<file path="src/common/dlc_pkg.sv">
package dlc_pkg;

    // Core clock and line timing.
    localparam int unsigned CLK_HZ = 10_000_000;
    localparam int unsigned CLK_MHZ = CLK_HZ / 1_000_000;
    localparam int unsigned CLK_PER_MS = CLK_HZ / 1_000;

    // The line rate is the core clock divided by eight, so 8 to 20 MHz gives 1.0 to 2.5 Mbps.
    localparam int unsigned CLK_PER_BIT = 8;
    localparam int unsigned PHASE_W = 3;
    localparam logic [2:0] PHASE_FIRST = 3'h0;
    localparam logic [2:0] PHASE_STEP = 3'h1;
    localparam logic [2:0] PHASE_LAST = 3'(CLK_PER_BIT - 1);

    // Transmit pulse width, a least time, so it rounds up to whole cycles.
    localparam int unsigned PULSE_NS = 100;
    localparam int unsigned PULSE_CYCLES_RAW = (PULSE_NS * CLK_MHZ + 999) / 1000;
    localparam int unsigned PULSE_CYCLES = (PULSE_CYCLES_RAW < 1) ? 1 : PULSE_CYCLES_RAW;
    localparam logic [2:0] PULSE_A_END = 3'(PULSE_CYCLES);
    localparam logic [2:0] PULSE_B_END = 3'(2 * PULSE_CYCLES);

    // Receive slot spacing at the top crystal rate and the tolerated arrival jitter.
    localparam int unsigned RX_SLOT_NS = 400;
    localparam int unsigned RX_TOL_NS = 100;
    localparam int unsigned RX_TOL_CYCLES_RAW = (RX_TOL_NS * CLK_MHZ) / 1000;
    localparam int unsigned RX_TOL_CYCLES = (RX_TOL_CYCLES_RAW < 1) ? 1 : RX_TOL_CYCLES_RAW;
    // A slot closes half a bit after its centre, so any pulse within half a bit is caught.
    localparam logic [2:0] RX_CLOSE_PHASE = 3'(CLK_PER_BIT / 2);
    // Consecutive zero bits counted before the next zero drops the receiver back to idle.
    localparam logic [4:0] RX_IDLE_LAST = 5'hf;
    localparam logic [4:0] RX_RUN_STEP = 5'h01;

    // LED one-shot intervals.
    localparam int unsigned TX_LED_US = 726;
    localparam int unsigned TX_LED_CYCLES = TX_LED_US * CLK_MHZ;
    localparam int unsigned HOST_LED_MS = 400;
    localparam int unsigned HOST_LED_CYCLES = HOST_LED_MS * CLK_PER_MS;

    // Register byte offsets on the Wishbone slave.
    localparam int unsigned ADR_W = 4;
    localparam logic [3:0] REG_CONFIG = 4'h0;
    localparam logic [3:0] REG_STATUS = 4'h4;
    localparam logic [3:0] REG_MASK = 4'h8;
    localparam logic [3:0] REG_STATE = 4'hc;

    // Field positions.
    localparam int unsigned CFG_TXDIS = 0;
    localparam int unsigned EVT_W = 3;
    localparam int unsigned ST_RECONFIG = 0;
    localparam int unsigned ST_RX_ACT = 1;
    localparam int unsigned ST_TOKEN = 2;
    localparam int unsigned SS_OWN_RECONFIG = 0;
    localparam int unsigned SS_RX_ACTIVE = 1;
    localparam int unsigned SS_TX_BUSY = 2;
    localparam int unsigned SS_TX_LED = 3;
    localparam int unsigned SS_HOST_LED = 4;
    localparam int unsigned SS_W = 5;

    // Reset values.
    localparam logic CONFIG_RST = 1'b0;
    localparam logic [2:0] MASK_RST = 3'h0;

endpackage : dlc_pkg

</file>
<file path="src/logic/dlc_line_codec.sv">
// Behaviour
// - Each sent one gives two separate 100 ns pulses, one per transmit output.
// - Each sent zero leaves both transmit outputs inactive for the whole bit.
// - Positive receive pulses are captured and turned into NRZ serial data.
// - Pulses at bit multiples, displaced up to 100 ns, still decode correctly.
// - A network reconfiguration raises the reconfiguration interrupt flag.
// - Own-reconfiguration flag goes high when this node caused the reconfiguration.
// - Receive-activity flag sets on each rising edge of recovered NRZ data.
// - Token-seen flag sets on any token except those this node sent.
// - Transmit LED stays on 726 us, restarted by each one bit sent while the transmitter is enabled.
// - Every host access keeps the bus-activity LED on for 400 ms.
// - Line bit rate is the crystal clock divided by eight.
module dlc_line_codec #(
    parameter int unsigned TX_LED_CYCLES = dlc_pkg::TX_LED_CYCLES,
    parameter int unsigned HOST_LED_CYCLES = dlc_pkg::HOST_LED_CYCLES
) (
    input wire logic clk_i,
    input wire logic rst_i,
    input wire logic ce_i,
    // Wishbone classic slave.
    input wire logic wb_cyc_i,
    input wire logic wb_stb_i,
    input wire logic wb_we_i,
    input wire logic [dlc_pkg::ADR_W-1:0] wb_adr_i,
    input wire logic [3:0] wb_sel_i,
    input wire logic [31:0] wb_dat_i,
    output logic [31:0] wb_dat_o,
    output logic wb_ack_o,
    output logic irq_o,
    // Transmit bit stream from the protocol engine.
    input wire logic tx_valid_i,
    input wire logic tx_data_i,
    output logic tx_ready_o,
    // Media driver pins.
    output logic tx_pulse_a_n_o,
    output logic tx_pulse_b_n_o,
    input wire logic line_rx_pulse_in_i,
    // Recovered NRZ stream to the receiver.
    output logic rx_data_o,
    output logic rx_valid_o,
    output logic rx_active_o,
    // Protocol engine events.
    input wire logic reconfig_evt_i,
    input wire logic reconfig_by_self_i,
    input wire logic token_seen_i,
    input wire logic token_own_i,
    input wire logic host_access_i,
    output logic transmitter_disable_o,
    // LED pins.
    output logic tx_led_n_o,
    output logic host_access_led_n_o
);

    typedef enum logic [0:0] {
        TX_IDLE,
        TX_BIT
    } dlc_tx_state_t;

    typedef struct packed {
        logic [2:0] sync;
        logic rx_stable;
        logic [2:0] rx_phase;
        logic rx_seen;
        logic rx_active;
        logic [4:0] rx_zero_run;
        logic rx_last;
        logic rx_data;
        logic rx_valid;
        dlc_tx_state_t tx_state;
        logic [2:0] tx_phase;
        logic tx_one;
        logic pulse_a;
        logic pulse_b;
        logic transmitter_disable;
        logic [dlc_pkg::EVT_W-1:0] status;
        logic [dlc_pkg::EVT_W-1:0] mask;
        logic own_reconfig_flag;
        logic ack;
        logic [31:0] rdata;
    } dlc_state_t;

    dlc_state_t q;
    dlc_state_t d;

    logic tx_led_on;
    logic host_led_on;
    logic tx_take;
    logic tx_led_trig;
    logic host_trig;
    logic wb_req;
    logic rx_rise;
    logic rx_emit;
    logic rx_bit;
    logic [dlc_pkg::EVT_W-1:0] evt;
    logic [dlc_pkg::EVT_W-1:0] clr;
    logic [dlc_pkg::SS_W-1:0] state_word;

    // A new bit is accepted while idle or in the last cycle of the current bit.
    assign tx_ready_o = (q.tx_state == TX_IDLE) || (q.tx_phase == dlc_pkg::PHASE_LAST);
    assign tx_take = ce_i && tx_valid_i && tx_ready_o;
    assign wb_req = wb_cyc_i && wb_stb_i && !q.ack;

    // A receive edge counts only once the second and third stages agree on a high level.
    assign rx_rise = q.sync[1] && q.sync[2] && !q.rx_stable;
    assign rx_emit = q.rx_active && (q.rx_phase == dlc_pkg::RX_CLOSE_PHASE);
    assign rx_bit = q.rx_seen;

    always_comb begin
        state_word = '0;
        state_word[dlc_pkg::SS_OWN_RECONFIG] = q.own_reconfig_flag;
        state_word[dlc_pkg::SS_RX_ACTIVE] = q.rx_active;
        state_word[dlc_pkg::SS_TX_BUSY] = (q.tx_state == TX_BIT);
        state_word[dlc_pkg::SS_TX_LED] = tx_led_on;
        state_word[dlc_pkg::SS_HOST_LED] = host_led_on;
    end

    always_comb begin
        evt = '0;
        evt[dlc_pkg::ST_RECONFIG] = reconfig_evt_i;
        evt[dlc_pkg::ST_RX_ACT] = rx_emit && rx_bit && !q.rx_last;
        evt[dlc_pkg::ST_TOKEN] = token_seen_i && !token_own_i;
        clr = '0;
        if (wb_req && wb_we_i && wb_sel_i[0] && (wb_adr_i == dlc_pkg::REG_STATUS)) begin
            clr = wb_dat_i[dlc_pkg::EVT_W-1:0];
        end
    end

    always_comb begin
        d = q;
        tx_led_trig = 1'b0;
        host_trig = 1'b0;
        if (ce_i) begin
            // Receive synchroniser: stage zero feeds stage one only.
            d.sync = {q.sync[1], q.sync[0], line_rx_pulse_in_i};
            if (q.sync[1] == q.sync[2]) begin
                d.rx_stable = q.sync[2];
            end

            // Receive slot timing; the phase re-centres on every pulse so jitter never
            // accumulates across a run of zeros.
            d.rx_valid = 1'b0;
            if (q.rx_active) begin
                d.rx_phase = 3'(q.rx_phase + dlc_pkg::PHASE_STEP);
            end
            if (rx_emit) begin
                d.rx_data = rx_bit;
                d.rx_valid = 1'b1;
                d.rx_seen = 1'b0;
                d.rx_last = rx_bit;
                if (rx_bit) begin
                    d.rx_zero_run = '0;
                end else if (q.rx_zero_run == dlc_pkg::RX_IDLE_LAST) begin
                    d.rx_active = 1'b0;
                    d.rx_last = 1'b0;
                    d.rx_zero_run = '0;
                end else begin
                    d.rx_zero_run = 5'(q.rx_zero_run + dlc_pkg::RX_RUN_STEP);
                end
            end
            if (rx_rise) begin
                // Any pulse within half a bit of a slot centre lands in that slot.
                d.rx_phase = dlc_pkg::PHASE_FIRST;
                d.rx_seen = 1'b1;
                d.rx_active = 1'b1;
            end

            // Transmit bit timing.
            if (q.tx_state == TX_BIT) begin
                d.tx_phase = 3'(q.tx_phase + dlc_pkg::PHASE_STEP);
                if (q.tx_phase == dlc_pkg::PHASE_LAST) begin
                    d.tx_state = TX_IDLE;
                    d.tx_one = 1'b0;
                end
            end
            if (tx_take) begin
                d.tx_state = TX_BIT;
                d.tx_phase = dlc_pkg::PHASE_FIRST;
                // A disabled transmitter still paces bits but puts nothing on the line.
                d.tx_one = tx_data_i && !q.transmitter_disable;
                tx_led_trig = tx_data_i && !q.transmitter_disable;
            end
            // Pulse A covers the first pulse width, pulse B the next, so they never overlap.
            d.pulse_a = (d.tx_state == TX_BIT) && d.tx_one
                && (d.tx_phase < dlc_pkg::PULSE_A_END);
            d.pulse_b = (d.tx_state == TX_BIT) && d.tx_one
                && (d.tx_phase >= dlc_pkg::PULSE_A_END)
                && (d.tx_phase < dlc_pkg::PULSE_B_END);

            // Sticky flags: a set in the cycle of its clear wins.
            d.status = (q.status & ~clr) | evt;
            if (reconfig_evt_i) begin
                d.own_reconfig_flag = reconfig_by_self_i;
            end

            // Wishbone slave: one cycle to ack, registered read data.
            d.ack = wb_req;
            host_trig = wb_req || host_access_i;
            if (wb_req) begin
                if (wb_we_i && wb_sel_i[0]) begin
                    case (wb_adr_i)
                        dlc_pkg::REG_CONFIG: begin
                            d.transmitter_disable = wb_dat_i[dlc_pkg::CFG_TXDIS];
                        end
                        dlc_pkg::REG_MASK: begin
                            d.mask = wb_dat_i[dlc_pkg::EVT_W-1:0];
                        end
                        default: begin
                        end
                    endcase
                end
                case (wb_adr_i)
                    dlc_pkg::REG_CONFIG: begin
                        d.rdata = 32'(q.transmitter_disable);
                    end
                    dlc_pkg::REG_STATUS: begin
                        d.rdata = 32'(q.status);
                    end
                    dlc_pkg::REG_MASK: begin
                        d.rdata = 32'(q.mask);
                    end
                    dlc_pkg::REG_STATE: begin
                        d.rdata = 32'(state_word);
                    end
                    default: begin
                        d.rdata = 32'h0;
                    end
                endcase
            end
        end
    end

    always_ff @(posedge clk_i) begin
        if (rst_i) begin
            q <= '0;
        end else begin
            q <= d;
        end
    end

    dlc_oneshot #(
        .CYCLES(TX_LED_CYCLES)
    ) u_tx_led (
        .clk_i(clk_i),
        .rst_i(rst_i),
        .ce_i(ce_i),
        .trig_i(tx_led_trig),
        .active_o(tx_led_on)
    );

    dlc_oneshot #(
        .CYCLES(HOST_LED_CYCLES)
    ) u_host_led (
        .clk_i(clk_i),
        .rst_i(rst_i),
        .ce_i(ce_i),
        .trig_i(host_trig),
        .active_o(host_led_on)
    );

    assign tx_pulse_a_n_o = !q.pulse_a;
    assign tx_pulse_b_n_o = !q.pulse_b;
    assign rx_data_o = q.rx_data;
    assign rx_valid_o = q.rx_valid;
    assign rx_active_o = q.rx_active;
    assign transmitter_disable_o = q.transmitter_disable;
    assign tx_led_n_o = !tx_led_on;
    assign host_access_led_n_o = !host_led_on;
    assign wb_ack_o = q.ack;
    assign wb_dat_o = q.rdata;
    assign irq_o = |(q.status & q.mask);

endmodule : dlc_line_codec

</file>
<file path="src/logic/dlc_oneshot.sv">
module dlc_oneshot #(
    parameter int unsigned CYCLES = 16
) (
    input wire logic clk_i,
    input wire logic rst_i,
    input wire logic ce_i,
    input wire logic trig_i,
    output logic active_o
);

    typedef struct packed {
        logic [31:0] cnt;
        logic on;
    } dlc_shot_t;

    dlc_shot_t q;
    dlc_shot_t d;

    // A trigger reloads the full interval, so repeated triggers stretch the output.
    always_comb begin
        d = q;
        if (ce_i) begin
            if (trig_i) begin
                d.cnt = 32'(CYCLES - 1);
                d.on = 1'b1;
            end else if (q.cnt != 32'h0) begin
                d.cnt = q.cnt - 32'h1;
                d.on = 1'b1;
            end else begin
                d.on = 1'b0;
            end
        end
    end

    always_ff @(posedge clk_i) begin
        if (rst_i) begin
            q <= '0;
        end else begin
            q <= d;
        end
    end

    assign active_o = q.on;

endmodule : dlc_oneshot

</file>
<file path="config.mk">
export PLATFORM = sky130hd
export DESIGN_NAME = dlc_line_codec
export DESIGN_NICKNAME = d
export VERILOG_FILES = /design/src/common/dlc_pkg.sv /design/src/logic/dlc_line_codec.sv /design/src/logic/dlc_oneshot.sv
export SDC_FILE = /design/constraint.sdc
export NUM_CORES = 1
export LEC_CHECK = 0
export ABC_AREA = 1
export CORE_MARGIN = 2
export CORE_UTILIZATION = 58
export DETAILED_ROUTE_END_ITERATION = 8
export DONT_BUFFER_PORTS = 1
export PLACE_DENSITY = 0.76
export SYNTH_ARGS = -nofsm -noshare
export SYNTH_HDL_FRONTEND = slang
export SYNTH_SLANG_ARGS = --single-unit
</file>
<file path="constraint.sdc">
create_clock -name clk_i -period 1.8 [get_ports clk_i]
set_input_delay 0.18 -clock clk_i [delete_from_list [all_inputs] [get_ports clk_i]]
set_output_delay 0.18 -clock clk_i [all_outputs]
set_load 0.005 [all_outputs]
</file>
==> flow_summary.yaml <==
timing:
  post-route-period-util: 1.000
  fin_skew_ps: 12.34
  fin_ws_ps: 0.03375
  clock.fmax_mhz: 555.6
  hold_violations: 0
  rsz0062_at_grt: "yes"
  slew_headroom: 0.4510
  fin_crit_ps: 1800
  setup_viol: 0
  drv_slew: 0
  worst-slew-pin-transition_ps: 822.5
  finalSetupTns_ps: 0
routing:
  drt_first_iter_violations: 407
  avgViaCountPerCell: 5.298
  wirelength_um: 15420
  drtAntennaViolNets: 0
  dr.pass1.iters: 5
  met1_length_um: 6797
  drc_errors: 0
  wl_per_cell_um: 13.25
  top_layer: "met4"
  dr_total_vias: 6167
  met3_length_um: 1013
  wl_met2_um: 7357
worst_setup_path:
  timing.rr.start: "q[45]"
  start_kind: "flip-flop"
  cp-end-kind: "flip-flop"
  startpoint: "q[45]"
  criticalPathCategory: "flip-flop to flip-flop"
  critPathArrivalTime_ps: 2090
  cp_max_fo: 6
  cp_data_required_time_ps: 2090
power:
  p_leak_nw: 3.352
  ir_drop_mv: 1.074
  power_density_nw_per_um2: 1617
die:
  die_h_um: 107.2
  start_util: 0.5986
  core_sq_um: 10320
  ios: 97
  die_w_um: 107.2
  dieArea_sq_um: 11500
  row_count: 37
clock_tree:
  numCtsBuffers: 9
  clock_path_buffers: 2
  clock_sinks: 103
  cts_tree: "yes"
  clkLatencyLatePin_ps: 390
  cts_max_level: 3
  cts-root-buf: "clkbuf_8"
  clk_pin_slew_ps: 110
status:
  outcome: "finished clean"
grt:
  grt_pass1_vias: 5326
  grt_pass1_wl_um: 24120
  grt_overflow: 0
  grt_antenna_before_repair: 0
  grt.total_usage: 0.2574
  grt_max_degree: 59
logic_synthesis:
  synth_cell_types: 38
  ys_seq_area_frac: 0.3337
  synth_cells: 979
  synth_seq_cells: 103
  synth_warnings: 0
  syn_avg_cell_area_sq_um: 6.312
  netlist_area_sq_um: 6180
final_layout:
  postLayoutCellArea_sq_um: 7186
  syn2layout_area_growth_pct: 16.28
  finalNonFillerCells: 1164
  layout_common_cells: "238 x nand2_1, 171 x nor2_1, 93 x dfxtp_1"
  final_nets: 1085
  insertedDiodeCount: 0
  layout_commonest_cell: "nand2_1"
  layout-drive-gt1-share: 0.1586
placed_design:
  dp.cells: 1121
  gp_congestion: 0.9624
  place_ws_ps: -125.6
  place_area_sq_um: 6387
  numPortBuffers: 0
  hpwlAfterDp_um: 10070
run:
  drv_cap: 0
min_path:
  holdCritStartpoint: "ce_i"
  min_path_type: "primary input to flip-flop"
path summary, 6_finish.rpt:
path                 endpoint  slack (ps)  depth (start not counted)
max            u_tx_led.q[19]        0.03                         14
min               rx_active_o          40                          2
max reg2reg    u_tx_led.q[19]        0.03                         14
min reg2reg  u_host_led.q[25]         480                          1
sequential cells by signal (all words and copies together) (netlist names):
name / count
u_host_led.q: 32
u_tx_led.q: 32
q: 27
wb_dat_o: 5
rx_active_o: 1
rx_bit: 1
rx_valid_o: 1
transmitter_disable_o: 1
u_host_led.active_o: 1
u_tx_led.active_o: 1
wb_ack_o: 1
per-stage QoR:
step	util	hold WS, ps	power, W
after global routing	0.6960	46.70	0.01268
after global placement	0.6187	255.2	0.008980
after floorplan	-	314.9	0.007780
final	0.6960	40.86	0.01162
after CTS	0.6602	21.55	0.01089
after detailed placement	0.6187	256.7	0.009048
where the power goes:
group          internal [W]  switching (W)
clock              0.000560       0.000917
combinational       0.00260        0.00443
sequential          0.00270       0.000416
total               0.00586        0.00576
metal layers:
metal,track usage,up-vias
met5,0,-
met4,0.05659,0
met3,0.06322,25
met2,0.4344,209
met1,0.3323,2793
li1,-,3140
critical path, cell delays in order (launching register included):
cell	delay, ps
dfxtp_4	380
ha_4	130
ha_4	110
inv_2	40
nand2_2	70
nand2_2	80
nor2_4	150
nor2_4	60
inv_2	60
nor2_4	40
buf_6	130
nor2_4	230
nand3_1	110
nand2_1	80
nor2_1	40
cell usage after synthesis (all sizes together):
cell type | n | area [sq um]
xnor2 | 3 | 26.28
nor3 | 17 | 85.08
o211ai | 3 | 22.52
conb | 1 | 3.750
and3 | 2 | 12.51
o31ai | 1 | 7.510
clkinv | 4 | 15.01
o41ai | 1 | 8.760
dfxtp | 103 | 2062
buf | 43 | 319.0
xor2 | 13 | 113.9
nand4 | 18 | 127.6
nor3b | 1 | 7.510
nand3b | 1 | 7.510
o21bai | 7 | 52.55
ha | 8 | 100.1
clkbuf | 13 | 48.80
or2 | 11 | 68.82
o21ai | 32 | 160.2
a21oi | 63 | 326.6
nand3 | 84 | 430.4
inv | 94 | 352.8
nor2 | 201 | 818.3
o2111ai | 1 | 8.760
nand2 | 254 | 993.4
cells by family after synthesis:
family / share of synthesized area
simple gates: 0.4128
buf+inv: 0.1190
compound gates: 0.09496
flops: 0.3337
xor+xnor: 0.02268
fa+ha+maj: 0.01620
other cells: 0.0006068
timing repair:
action                                  4_1_cts  5_1_grt
gates resized for setup                       8       73
pin swaps                                     7       28
endpoints found under the hold margin        71        0
cloned                                        4        4
hold buffers                                 11        0
buffers inserted                              4        4
endpoints found under the setup margin       46       66
final cells by class:
cell class | count | area (sq um)
Multi-Input combinational cell | 752 | 3737
Fill cell | 883 | 3138
Sequential cell | 103 | 2079
Timing Repair Buffer | 59 | 623.1
Inverter | 98 | 367.9
Tap cell | 136 | 170.2
Clock buffer | 9 | 123.9
Clock inverter | 7 | 83.83
Power figures use the tool's default switching activity.
